===== config.mk =====
export PLATFORM = sky130hd
export DESIGN_NAME = lsw_top
export DESIGN_NICKNAME = d
export VERILOG_FILES = /design/src/hw/lsw_pkg.sv /design/src/hw/lsw_top.sv
export SDC_FILE = /design/constraint.sdc
export NUM_CORES = 1
export LEC_CHECK = 0
export BUFFER_PORTS_ARGS = -buffer_cell sky130_fd_sc_hd__buf_4
export CORE_MARGIN = 5
export CORE_UTILIZATION = 26
export DETAILED_ROUTE_END_ITERATION = 7
export HOLD_SLACK_MARGIN = 0.15
export MAX_ROUTING_LAYER = met4
export PLACE_DENSITY = 0.47
export SYNTH_ARGS = -nofsm -noshare
export SYNTH_HDL_FRONTEND = slang
export SYNTH_SLANG_ARGS = --single-unit

===== constraint.sdc =====
create_clock -name clk_in -period 9.05 [get_ports clk_in]
set_input_delay 1.81 -clock clk_in [delete_from_list [all_inputs] [get_ports clk_in]]
set_output_delay 1.81 -clock clk_in [all_outputs]
set_load 0.02 [all_outputs]

===== src/hw/lsw_pkg.sv =====
// Package for the level switch cyclic status block: register map, codes, timing
package lsw_pkg;
   // ------------------------------------------------------------
   // Register offsets (byte addresses, one word each)
   // ------------------------------------------------------------
   localparam logic [7:0] LSW_OFF_CTRL   = 8'h00;
   localparam logic [7:0] LSW_OFF_ADDR   = 8'h04;
   localparam logic [7:0] LSW_OFF_LOLIM  = 8'h08;
   localparam logic [7:0] LSW_OFF_HILIM  = 8'h0C;
   localparam logic [7:0] LSW_OFF_CONN   = 8'h10;
   localparam logic [7:0] LSW_OFF_OUT    = 8'h14;
   localparam logic [7:0] LSW_OFF_IRQST  = 8'h18;
   localparam logic [7:0] LSW_OFF_IRQMSK = 8'h1C;
   localparam logic [7:0] LSW_OFF_STAT   = 8'h20;

   // ------------------------------------------------------------
   // Control register fields
   // ------------------------------------------------------------
   localparam int LSW_CTRL_INVERT    = 0;
   localparam int LSW_CTRL_CONDENSED = 1;
   localparam int LSW_CTRL_NUMERIC   = 2;
   localparam int LSW_CTRL_PARAM_CHG = 3;  // Write 1: behaviour-relevant change
   localparam logic [2:0] LSW_CTRL_RESET = 3'h2;  // Condensed status on

   // ------------------------------------------------------------
   // Node address
   // ------------------------------------------------------------
   localparam logic [6:0] LSW_ADDR_MAX   = 7'h7E;
   localparam logic [6:0] LSW_ADDR_RESET = 7'h7E;

   // ------------------------------------------------------------
   // Connection limits
   // ------------------------------------------------------------
   localparam logic [2:0] LSW_C2_MAX = 3'h4;

   // ------------------------------------------------------------
   // Status codes
   // ------------------------------------------------------------
   localparam logic [7:0] LSW_ST_BAD     = 8'h00;
   localparam logic [7:0] LSW_ST_INITIAL = 8'h4F;
   localparam logic [7:0] LSW_ST_GOOD    = 8'h80;
   localparam logic [7:0] LSW_ST_BLKALM  = 8'h84;
   localparam logic [7:0] LSW_ST_LO_LIM  = 8'h8D;
   localparam logic [7:0] LSW_ST_HI_LIM  = 8'h8E;

   // ------------------------------------------------------------
   // Interrupt bits
   // ------------------------------------------------------------
   localparam int LSW_IRQ_LO      = 0;
   localparam int LSW_IRQ_HI      = 1;
   localparam int LSW_IRQ_PARAM   = 2;
   localparam int LSW_IRQ_REFUSED = 3;
   localparam int LSW_IRQ_W       = 4;

   // ------------------------------------------------------------
   // Timing
   // ------------------------------------------------------------
   localparam longint LSW_CLK_HZ      = 100000000;
   localparam longint LSW_ALARM_MS    = 10000;
   localparam longint LSW_ALARM_CYC   = LSW_ALARM_MS * (LSW_CLK_HZ / 1000);

   // Cyclic output frame
   typedef struct packed {
      logic [7:0] level;
      logic [7:0] status;
   } lsw_frame_t;

   // Local keypad address request
   typedef struct packed {
      logic       valid;
      logic [6:0] addr;
   } lsw_addr_req_t;
endpackage


===== src/hw/lsw_top.sv =====
// Level switch cyclic output logic with Avalon-MM register slave
//
// The Avalon-MM register port and the register addresses were decided locally.
`timescale 1ns/10ps

module lsw_top
   import lsw_pkg::*;
#(
   parameter int          CNT_W     = 16,
   parameter longint      ALARM_CYC = lsw_pkg::LSW_ALARM_CYC
) (
   // Clock and reset
   input  wire logic                   clk_in,
   input  wire logic                   rst_in,
   // Avalon-MM slave
   input  wire logic [7:0]             avs_address_in,
   input  wire logic                   avs_read_in,
   input  wire logic                   avs_write_in,
   input  wire logic [31:0]            avs_writedata_in,
   input  wire logic [3:0]             avs_byteenable_in,
   output logic [31:0]                 avs_readdata_out,
   output logic                        avs_waitrequest_out,
   // Sensor side
   input  wire logic                   sensor_valid_in,
   input  wire logic                   sensor_covered_in,
   input  wire logic [CNT_W-1:0]       sensor_count_in,
   input  wire logic                   sensor_fault_in,
   // Local keypad address request
   input  wire lsw_pkg::lsw_addr_req_t local_addr_in,
   // Connection requests (one-cycle pulses) and the cyclic_run_in level
   input  wire logic                   c1_open_in,
   input  wire logic                   c1_close_in,
   input  wire logic                   c2_open_in,
   input  wire logic                   c2_close_in,
   input  wire logic                   cyclic_run_in,
   // Cyclic exchange
   input  wire logic                   scan_in,
   output lsw_pkg::lsw_frame_t         frame_out,
   output logic                        frame_valid_out,
   // Local indication and connection status
   output logic                        disp_numeric_out,
   output logic                        disp_alarm_out,
   output logic [6:0]                  node_addr_out,
   output logic                        c1_open_out,
   output logic [2:0]                  c2_count_out,
   // Interrupt
   output logic                        irq_out
);
   import lsw_pkg::*;

   // ------------------------------------------------------------
   // State
   // ------------------------------------------------------------
   logic [2:0]          ctrl_q;
   logic [6:0]          addr_q;
   logic [CNT_W-1:0]    lolim_q, hilim_q;
   logic                c1_q;
   logic [2:0]          c2_q;
   logic                measured_q;
   logic [63:0]         alarm_cnt_q;
   logic                blkalm_q;
   logic [LSW_IRQ_W-1:0] irq_st_q, irq_msk_q;
   logic                ack_q;

   // ------------------------------------------------------------
   // Bus decode
   // ------------------------------------------------------------
   wire acc      = (avs_read_in | avs_write_in) & ~ack_q;
   // Writes land on the edge that sees waitrequest low, never on the taking edge
   wire wr       = avs_write_in & ack_q & avs_byteenable_in[0];
   wire wr_ctrl  = wr & (avs_address_in == LSW_OFF_CTRL);
   wire wr_addr  = wr & (avs_address_in == LSW_OFF_ADDR);
   wire wr_lo    = wr & (avs_address_in == LSW_OFF_LOLIM);
   wire wr_hi    = wr & (avs_address_in == LSW_OFF_HILIM);
   wire wr_irqst = wr & (avs_address_in == LSW_OFF_IRQST);
   wire wr_irqmk = wr & (avs_address_in == LSW_OFF_IRQMSK);
   wire [6:0] bus_addr = avs_writedata_in[6:0];

   // ------------------------------------------------------------
   // Address acceptance
   // ------------------------------------------------------------
   wire bus_addr_ok = wr_addr & (avs_writedata_in[31:7] == 25'h0)
                      & (bus_addr <= LSW_ADDR_MAX);
   wire loc_ok      = local_addr_in.valid & (local_addr_in.addr <= LSW_ADDR_MAX)
                      & ~cyclic_run_in;
   wire addr_refused = (local_addr_in.valid & ~loc_ok) | (wr_addr & ~bus_addr_ok);

   // ------------------------------------------------------------
   // Connection accounting
   // ------------------------------------------------------------
   wire c1_open_ok  = c1_open_in & ~c1_q;
   wire c2_open_ok  = c2_open_in & ~c2_close_in & (c2_q < LSW_C2_MAX);
   wire c2_close_ok = c2_close_in & ~c2_open_in & (c2_q != 3'h0);
   wire conn_refused = (c1_open_in & c1_q)
                       | (c2_open_in & ~c2_close_in & (c2_q == LSW_C2_MAX));

   // ------------------------------------------------------------
   // Status selection, priority highest first
   // ------------------------------------------------------------
   wire below = sensor_count_in < lolim_q;
   wire above = sensor_count_in > hilim_q;
   wire param_chg = wr_ctrl & avs_writedata_in[LSW_CTRL_PARAM_CHG];
   logic [7:0] status_c;
   always_comb begin
      if (sensor_fault_in)
         status_c = LSW_ST_BAD;
      else if (!measured_q)
         status_c = LSW_ST_INITIAL;
      else if (below)
         status_c = LSW_ST_LO_LIM;
      else if (above)
         status_c = LSW_ST_HI_LIM;
      else if (blkalm_q)
         status_c = LSW_ST_BLKALM;
      else
         status_c = LSW_ST_GOOD;
   end
   // Non-condensed form keeps only the quality bits, substatus dropped
   wire [7:0] status_sel = ctrl_q[LSW_CTRL_CONDENSED] ? status_c
                           : {status_c[7:6], 6'h00};
   wire       level_c = sensor_covered_in ^ ctrl_q[LSW_CTRL_INVERT];

   // ------------------------------------------------------------
   // Interrupt events
   // ------------------------------------------------------------
   wire [LSW_IRQ_W-1:0] irq_ev = {addr_refused | conn_refused, param_chg,
                                  measured_q & above, measured_q & below};
   wire [LSW_IRQ_W-1:0] irq_clr = wr_irqst ? avs_writedata_in[LSW_IRQ_W-1:0]
                                  : '0;

   // ------------------------------------------------------------
   // Read mux
   // ------------------------------------------------------------
   logic [31:0] rd_c;
   always_comb begin
      unique case (avs_address_in)
         LSW_OFF_CTRL:   rd_c = {29'h0, ctrl_q};
         LSW_OFF_ADDR:   rd_c = {25'h0, addr_q};
         LSW_OFF_LOLIM:  rd_c = 32'(lolim_q);
         LSW_OFF_HILIM:  rd_c = 32'(hilim_q);
         LSW_OFF_CONN:   rd_c = {27'h0, c2_q, 1'b0, c1_q};
         LSW_OFF_OUT:    rd_c = {16'h0, 7'h00, level_c, status_sel};
         LSW_OFF_IRQST:  rd_c = {28'h0, irq_st_q};
         LSW_OFF_IRQMSK: rd_c = {28'h0, irq_msk_q};
         LSW_OFF_STAT:   rd_c = {30'h0, blkalm_q, measured_q};
         default:        rd_c = 32'h0;
      endcase
   end

   // ------------------------------------------------------------
   // Bus handshake: one wait cycle, answer on the second edge
   // ------------------------------------------------------------
   always_ff @(posedge clk_in) begin
      if (rst_in) begin
         ack_q               <= 1'b0;
         avs_waitrequest_out <= 1'b1;
         avs_readdata_out    <= 32'h0;
      end else begin
         ack_q               <= acc;
         avs_waitrequest_out <= ~acc;
         avs_readdata_out    <= acc ? rd_c : 32'h0;
      end
   end

   // ------------------------------------------------------------
   // Configuration registers
   // ------------------------------------------------------------
   always_ff @(posedge clk_in) begin
      if (rst_in) begin
         ctrl_q  <= LSW_CTRL_RESET;
         addr_q  <= LSW_ADDR_RESET;
         lolim_q <= '0;
         hilim_q <= '1;
      end else begin
         if (wr_ctrl)
            ctrl_q <= avs_writedata_in[2:0];
         if (bus_addr_ok)
            addr_q <= bus_addr;
         else if (loc_ok)
            addr_q <= local_addr_in.addr;
         if (wr_lo)
            lolim_q <= avs_writedata_in[CNT_W-1:0];
         if (wr_hi)
            hilim_q <= avs_writedata_in[CNT_W-1:0];
      end
   end

   // ------------------------------------------------------------
   // Connections
   // ------------------------------------------------------------
   always_ff @(posedge clk_in) begin
      if (rst_in) begin
         c1_q <= 1'b0;
         c2_q <= 3'h0;
      end else begin
         if (c1_open_ok)
            c1_q <= 1'b1;
         else if (c1_close_in)
            c1_q <= 1'b0;
         if (c2_open_ok)
            c2_q <= c2_q + 3'h1;
         else if (c2_close_ok)
            c2_q <= c2_q - 3'h1;
      end
   end

   // ------------------------------------------------------------
   // Measurement and block alarm timer
   // ------------------------------------------------------------
   // Counter is wide so simulation can shorten it via ALARM_CYC only
   always_ff @(posedge clk_in) begin
      if (rst_in) begin
         measured_q  <= 1'b0;
         blkalm_q    <= 1'b0;
         alarm_cnt_q <= 64'h0;
      end else begin
         if (sensor_valid_in)
            measured_q <= 1'b1;
         if (param_chg) begin
            blkalm_q    <= 1'b1;
            alarm_cnt_q <= 64'(ALARM_CYC - 1);
         end else if (blkalm_q) begin
            if (alarm_cnt_q == 64'h0)
               blkalm_q <= 1'b0;
            else
               alarm_cnt_q <= alarm_cnt_q - 64'h1;
         end
      end
   end

   // ------------------------------------------------------------
   // Cyclic frame: both bytes latched on one edge
   // ------------------------------------------------------------
   always_ff @(posedge clk_in) begin
      if (rst_in) begin
         frame_out       <= '{level: 8'h00, status: LSW_ST_INITIAL};
         frame_valid_out <= 1'b0;
      end else begin
         frame_valid_out <= scan_in;
         if (scan_in)
            frame_out <= '{level: {7'h00, level_c}, status: status_sel};
      end
   end

   // ------------------------------------------------------------
   // Interrupts and indications; set wins over clear
   // ------------------------------------------------------------
   always_ff @(posedge clk_in) begin
      if (rst_in) begin
         irq_st_q         <= '0;
         irq_msk_q        <= '0;
         irq_out          <= 1'b0;
         disp_numeric_out <= 1'b0;
         disp_alarm_out   <= 1'b0;
         node_addr_out    <= LSW_ADDR_RESET;
         c1_open_out      <= 1'b0;
         c2_count_out     <= 3'h0;
      end else begin
         irq_st_q  <= (irq_st_q & ~irq_clr) | irq_ev;
         if (wr_irqmk)
            irq_msk_q <= avs_writedata_in[LSW_IRQ_W-1:0];
         irq_out          <= |(irq_st_q & irq_msk_q);
         disp_numeric_out <= ctrl_q[LSW_CTRL_NUMERIC];
         disp_alarm_out   <= blkalm_q;
         node_addr_out    <= addr_q;
         c1_open_out      <= c1_q;
         c2_count_out     <= c2_q;
      end
   end

   // ------------------------------------------------------------
   // Checks
   // ------------------------------------------------------------
   addr_range_a: assert property (@(posedge clk_in) disable iff (rst_in)
      addr_q <= LSW_ADDR_MAX) else $error("node address out of range");
   addr_reset_a: assert property (@(posedge clk_in)
      rst_in |=> addr_q == LSW_ADDR_RESET) else $error("address reset wrong");
   local_lock_a: assert property (@(posedge clk_in) disable iff (rst_in)
      (cyclic_run_in && local_addr_in.valid && !wr_addr) |=> $stable(addr_q))
      else $error("local address change during cyclic exchange");
   c2_limit_a: assert property (@(posedge clk_in) disable iff (rst_in)
      (c2_q == LSW_C2_MAX && c2_open_in && !c2_close_in) |=> c2_q == LSW_C2_MAX)
      else $error("fifth class 2 connection accepted");
   c1_single_a: assert property (@(posedge clk_in) disable iff (rst_in)
      (c1_q && !c1_close_in) |=> c1_q) else $error("class 1 lost");
   frame_scan_a: assert property (@(posedge clk_in) disable iff (rst_in)
      scan_in |=> frame_valid_out && frame_out.level[7:1] == 7'h00)
      else $error("frame not delivered");
   level_inv_a: assert property (@(posedge clk_in) disable iff (rst_in)
      (scan_in && !ctrl_q[LSW_CTRL_INVERT])
      |=> frame_out.level[0] == $past(sensor_covered_in)) else $error("level byte wrong");
   level_flip_a: assert property (@(posedge clk_in) disable iff (rst_in)
      (scan_in && ctrl_q[LSW_CTRL_INVERT])
      |=> frame_out.level[0] != $past(sensor_covered_in)) else $error("inverted level");
   lolim_code_a: assert property (@(posedge clk_in) disable iff (rst_in)
      (scan_in && measured_q && !sensor_fault_in && below && ctrl_q[1])
      |=> frame_out.status == LSW_ST_LO_LIM) else $error("underflow code");
   hilim_code_a: assert property (@(posedge clk_in) disable iff (rst_in)
      (scan_in && measured_q && !sensor_fault_in && ctrl_q[LSW_CTRL_CONDENSED]
       && sensor_count_in >= lolim_q && sensor_count_in > hilim_q)
      |=> frame_out.status == LSW_ST_HI_LIM) else $error("overflow code");
   fault_code_a: assert property (@(posedge clk_in) disable iff (rst_in)
      (scan_in && sensor_fault_in) |=> frame_out.status == LSW_ST_BAD)
      else $error("fault code");
   good_code_a: assert property (@(posedge clk_in) disable iff (rst_in)
      (scan_in && measured_q && !sensor_fault_in && !blkalm_q && ctrl_q[LSW_CTRL_CONDENSED]
       && sensor_count_in >= lolim_q && sensor_count_in <= hilim_q)
      |=> frame_out.status == LSW_ST_GOOD) else $error("good code");
   blkalm_code_a: assert property (@(posedge clk_in) disable iff (rst_in)
      (scan_in && measured_q && !sensor_fault_in && blkalm_q && ctrl_q[LSW_CTRL_CONDENSED]
       && sensor_count_in >= lolim_q && sensor_count_in <= hilim_q)
      |=> frame_out.status == LSW_ST_BLKALM) else $error("block alarm code");
   plain_form_a: assert property (@(posedge clk_in) disable iff (rst_in)
      (scan_in && !ctrl_q[LSW_CTRL_CONDENSED]) |=> frame_out.status[5:0] == 6'h00)
      else $error("substatus kept with condensed form off");
   blk_alarm_a: assert property (@(posedge clk_in) disable iff (rst_in)
      param_chg |=> blkalm_q [*2]) else $error("block alarm missing");
   alarm_clear_a: assert property (@(posedge clk_in) disable iff (rst_in)
      (blkalm_q && alarm_cnt_q == 64'h0 && !param_chg) |=> !blkalm_q)
      else $error("block alarm outlasts its hold time");
   irq_keep_a: assert property (@(posedge clk_in) disable iff (rst_in)
      (irq_ev != '0) |=> (irq_st_q & $past(irq_ev)) == $past(irq_ev))
      else $error("event lost to a clear");
   disp_mode_a: assert property (@(posedge clk_in) disable iff (rst_in)
      wr_ctrl |=> ##1 disp_numeric_out == $past(avs_writedata_in[LSW_CTRL_NUMERIC], 2))
      else $error("display mode not followed");
   initial_code_a: assert property (@(posedge clk_in) disable iff (rst_in)
      (scan_in && !measured_q && !sensor_fault_in && ctrl_q[1])
      |=> frame_out.status == LSW_ST_INITIAL) else $error("initial code");
endmodule


* After elaboration in Yosys (flattened, before gate mapping) *
Cells that the tools add are included.

cells by class
  add/sub/neg operators = 3
  order comparisons = 5
  mux-type cells = 20
  bitwise gates (word level) = 43
  reduce and logical (&&, ||, !) cells = 13
  equal/unequal tests = 10

operators with widths
  cell                                                    count
  one-hot mux 16 bit (9 select lines)                     1
  2-to-1 mux 30 bit                                       3
  logical NOT 64 bit                                      1
  subtractor 64 x 1 -> 64 bit (second input constant)     1
  == test 8 x 5 -> 1 bit (second input constant)          4
  bitwise AND 1 bit                                       25
  logical NOT 25 bit                                      1
  == test 8 x 4 -> 1 bit (second input constant)          2
  greater-than comparator 16 bit                          1
  less-than comparator 16 bit                             1
  2-to-1 mux 8 bit                                        2
  less-or-equal comparator 7 bit (second input constant)  2
  2-to-1 mux 7 bit                                        2
  2-to-1 mux 4 bit                                        3
  2-to-1 mux 3 bit                                        3
  inverter 1 bit                                          9
  bitwise AND 4 bit                                       2
  == test 8 x 3 -> 1 bit (second input constant)          1
  == test 8 x 6 -> 1 bit (second input constant)          1
  logical NOT 8 bit                                       1
  nonzero test 2 bit                                      4
  2-to-1 mux 6 bit                                        1
  2-to-1 mux 1 bit                                        5
  inverter 4 bit                                          1
  12 further kinds                                        17

word-level totals
  output and inout port bits = 64
  word-level logic and storage cells = 118
  register bits = 178

* Depth between registers and ports, before layout *
  depth after elaboration = 10
  mapped depth = 11
  gate-level depth less buffers = 9

* Worst setup path before layout *
No wires, ideal clock.

  kind = input -> register
  start point = input port avs_address_in[3]
  end point = register alarm_cnt_q[47]
  required time = 8922 ps
  arrival = 3968 ps
  setup slack = 4954 ps
  cell stages on the path = 9
  library setup time = 128 ps
  cells stage by stage = clkbuf_1 > nor4_1 > nand2_1 > nor3_1 > nand2_1 > nand2b_1 > clkbuf_1 > clkbuf_1 > nor2_1

between the ends
  cells in the longest elaborated chain, start to end = 4

RTL lines
  what                          RTL line        RTL
  start, declared               lsw_top.sv:16   input wire logic [7:0] avs_address_in,
  logical NOT 8 bit             lsw_top.sv:71   wire wr_ctrl = wr & (avs_address_in == LSW_OFF_CTRL);
  bitwise AND 1 bit             lsw_top.sv:71
  bitwise AND 1 bit             lsw_top.sv:102  wire param_chg = wr_ctrl & avs_writedata_in[LSW_CTRL_PARAM_CHG];
  OR reduction 2 bit (no line)  -
  end signal, assigned          lsw_top.sv:221  alarm_cnt_q <= 64'(ALARM_CYC - 1);
  end signal, assigned          lsw_top.sv:226  alarm_cnt_q <= alarm_cnt_q - 64'h1;
  end, declared                 lsw_top.sv:60   logic [63:0] alarm_cnt_q;

Every way passes these cells.
A chain may end at the register's enable or synchronous reset.

* Worst setup path in the final report *
  start point = input port avs_address_in[2]
  end point = register alarm_cnt_q[43]

Same word-level chain as after synthesis.

==> impl_metrics.yaml <==
sta:
  skew_ns: 0.0122
  period_needed_ns: 4.63
  setup_viol: 0
  hold_viol: 0
  finalSetupTns_ns: 0
  relSlewSlack_pct: 45.1
  slew_viol_final: 0
  fmax_mhz: 216
  rsz0062_at_grt: "no"
  worst_pin_slew_ns: 0.817
  finalCritPeriodShare_pct: 51.1
floorplan:
  io_pins: 145
  core_sq_mm: 0.0305
  start_util_pct: 26.3
  dieArea_sq_mm: 0.0345
  num_rows: 64
  die_x_microns: 186
  fp.dieH_microns: 186
grt:
  grt_max_degree: 63
  antenna_found_initial: 0
  grt_pass1_wl_microns: 36000
  grt-ovfl-total: 0
  grt_usage_pct: 13.6
  first_global_vias: 6564
worst_setup_path:
  arrival_ns: 4.94
  required_ns: 9.36
  crit_fanout: 35
  critical_path_class: "in2reg"
  critPathLaunch: "avs_address_in[2]"
  regToRegStartpoint: "alarm_cnt_q[0]"
  cp-start-kind: "primary input"
  crit_path_end_kind: "flip-flop"
place:
  port_buffers: 116
  dp_cells: 1403
  place_congestion: 0.813
  hpwl_microns: 16700
yosys:
  yosys_warnings: 0
  yosysSeqAreaShare_pct: 39.9
  syn_area_sq_mm: 0.00802
  ys_types: 66
  synth_ff_type: "dfxtp_1"
  yosys-top-cells-area: "dfxtp_1 40%, ha_1 5.0%, mux2i_1 5.0%"
  netlist_instances: 931
  async_flop_share_pct: 0
  yosysTopAreaCell: "dfxtp_1"
  yosys.area.top_type_share_pct: 39.9
  synth_edf_count: 0
  yosys_register_bits: 160
  syn_avg_cell_area_sq_um: 8.61
power:
  sequentialPowerShare_pct: 45.5
  pwr-share-comb_pct: 8.7
  p_per_area_mw_per_mm2: 165
  power_switching_w: 0.000389
  leakage_nw: 4.00
  p_int_w: 0.00122
  fin_total_pwr_w: 0.00161
  clkPwrFrac_pct: 45.8
  switching_share_pct: 24.2
  peakVddDrop_uv: 124
clocking:
  cts_tree: "yes"
  cts_max_path_buffers: 2
  clk_pin_slew_worst_paths_ns: 0.06
  clk_latency_ns: 0.44
  cts_resized: 0
  clock_sinks: 160
  hold_buffers: 0
  postCtsSetupRepairBufs: 0
  cts.htree.levels: 4
  numCtsBuffers: 17
  root_buffer: "clkbuf_16"
final_layout:
  layout-drive-gt1-share_pct: 17.4
  utilization_pct: 31.9
  fillers: 3261
  syn_to_final_growth_pct: 21.4
  antenna_cells: 0
  fin_nets: 1140
  final_common_cell: "dfxtp_1"
  final_cell_count_no_fill: 1434
  final_cell_mix: "160 x dfxtp_1, 120 x buf_4, 103 x nor2_1"
route:
  ant_nets: 0
  wl_microns: 23000
  route.met2.wl_microns: 10300
  drt_iter0_markers: 360
  routedWlPerCell_microns: 16.0
  met1Wirelength_microns: 11300
  top_layer: "met4"
  avgViaCountPerCell: 4.75
  via_count: 6811
  wl_met3_microns: 1110
  firstDrtPassIters: 4
  drc: 0
run:
  max-cap-violations: 0
status:
  status: "finished clean"
hold_path:
  hold_path_class: "reg2reg"
  worstHoldStart: "frame_out[1]"
==> through the flow <==
stage | worst slack, ns | instance area (sq um) | hold WS [ns]
after floorplan | 4.95 | 8110 | 0.435
after global placement | 3.92 | 9140 | 0.466
after detailed placement | 3.96 | 9140 | 0.464
after CTS | 4.40 | 9740 | 0.480
after global routing | 4.06 | 9740 | 0.503
final | 4.42 | 9740 | 0.471
==> power groups by stage <==
stage | Combinational, W | Clock [W] | Sequential (W)
after global placement | 0.000140 | 0 | 0.000747
after CTS | 0.000142 | 0.000762 | 0.000732
after detailed placement | 0.000141 | 0 | 0.000748
after global routing | 0.000155 | 0.000786 | 0.000734
after floorplan | 0.0000804 | 0 | 0.000750
final | 0.000141 | 0.000738 | 0.000732
==> state kept, by name, summed over array words and instances (netlist names) <==
register / flops
irq_out: 1
lolim_q: 16
avs_waitrequest_out: 1
addr_q: 7
blkalm_q: 1
irq_st_q: 4
c1_q: 1
c2_q: 3
irq_msk_q: 4
disp_alarm_out: 1
avs_readdata_out: 16
c2_count_out: 3
ack_q: 1
c1_open_out: 1
frame_out: 7
hilim_q: 16
ctrl_q: 3
measured_q: 1
disp_numeric_out: 1
node_addr_out: 7
alarm_cnt_q: 64
frame_valid_out: 1
==> cell families after synthesis <==
family | synth area share, %
compound gates | 11.2
xor+xnor | 4.91
fa+ha+maj | 5.24
buf+inv | 6.51
flops | 39.9
mux | 6.72
other cells | 0.0468
simple gates | 25.5
==> worst max-delay path, cell delays in order <==
cell and delay [ns]:
buf_4 0.25, nor4_1 0.58, nand2_1 0.15, nor3_1 0.69, nand2_1 0.11, buf_4 0.26
nand2b_1 0.54, buf_4 0.43, nor2_1 0.09
==> synthesized netlist by cell type (all sizes together), types with 12 or more instances <==
cell type / number
a21oi: 51
buf: 33
clkbuf: 35
dfxtp: 160
ha: 32
inv: 38
mux2i: 40
nand2: 72
nand2b: 15
nand3: 22
nand3b: 23
nand4: 21
nor2: 103
nor3: 30
nor4: 32
o21ai: 35
or2: 12
or3: 19
xnor2: 24
xor2: 21
==> path summary, 6_finish.rpt <==
path,end,slack (ns),cells past startpoint
setup / recovery,alarm_cnt_q[43],4.42,9
hold / removal,frame_out[1],0.47,2
setup reg to reg,alarm_cnt_q[33],5.52,9
hold reg to reg,frame_out[1],0.47,2
==> metal layers <==
layer	global-route usage, %	up-vias
met1	18.3	3238
met4	3.32	0
met5	-	-
met3	2.83	15
met2	21.0	129
li1	-	3429
==> area by class of cell <==
cell class                 instances  area [sq um]  area share, %
timing repair buffer             120           901           9.25
clock inverter                     8           101           1.04
clock buffer                      23           498           5.12
tap                              396           495           5.09
inverter                          39           146           1.50
multi-input combinational        688          4390           45.1
sequential                       160          3200           32.9
No activity file was read; power rests on OpenSTA's default activity.
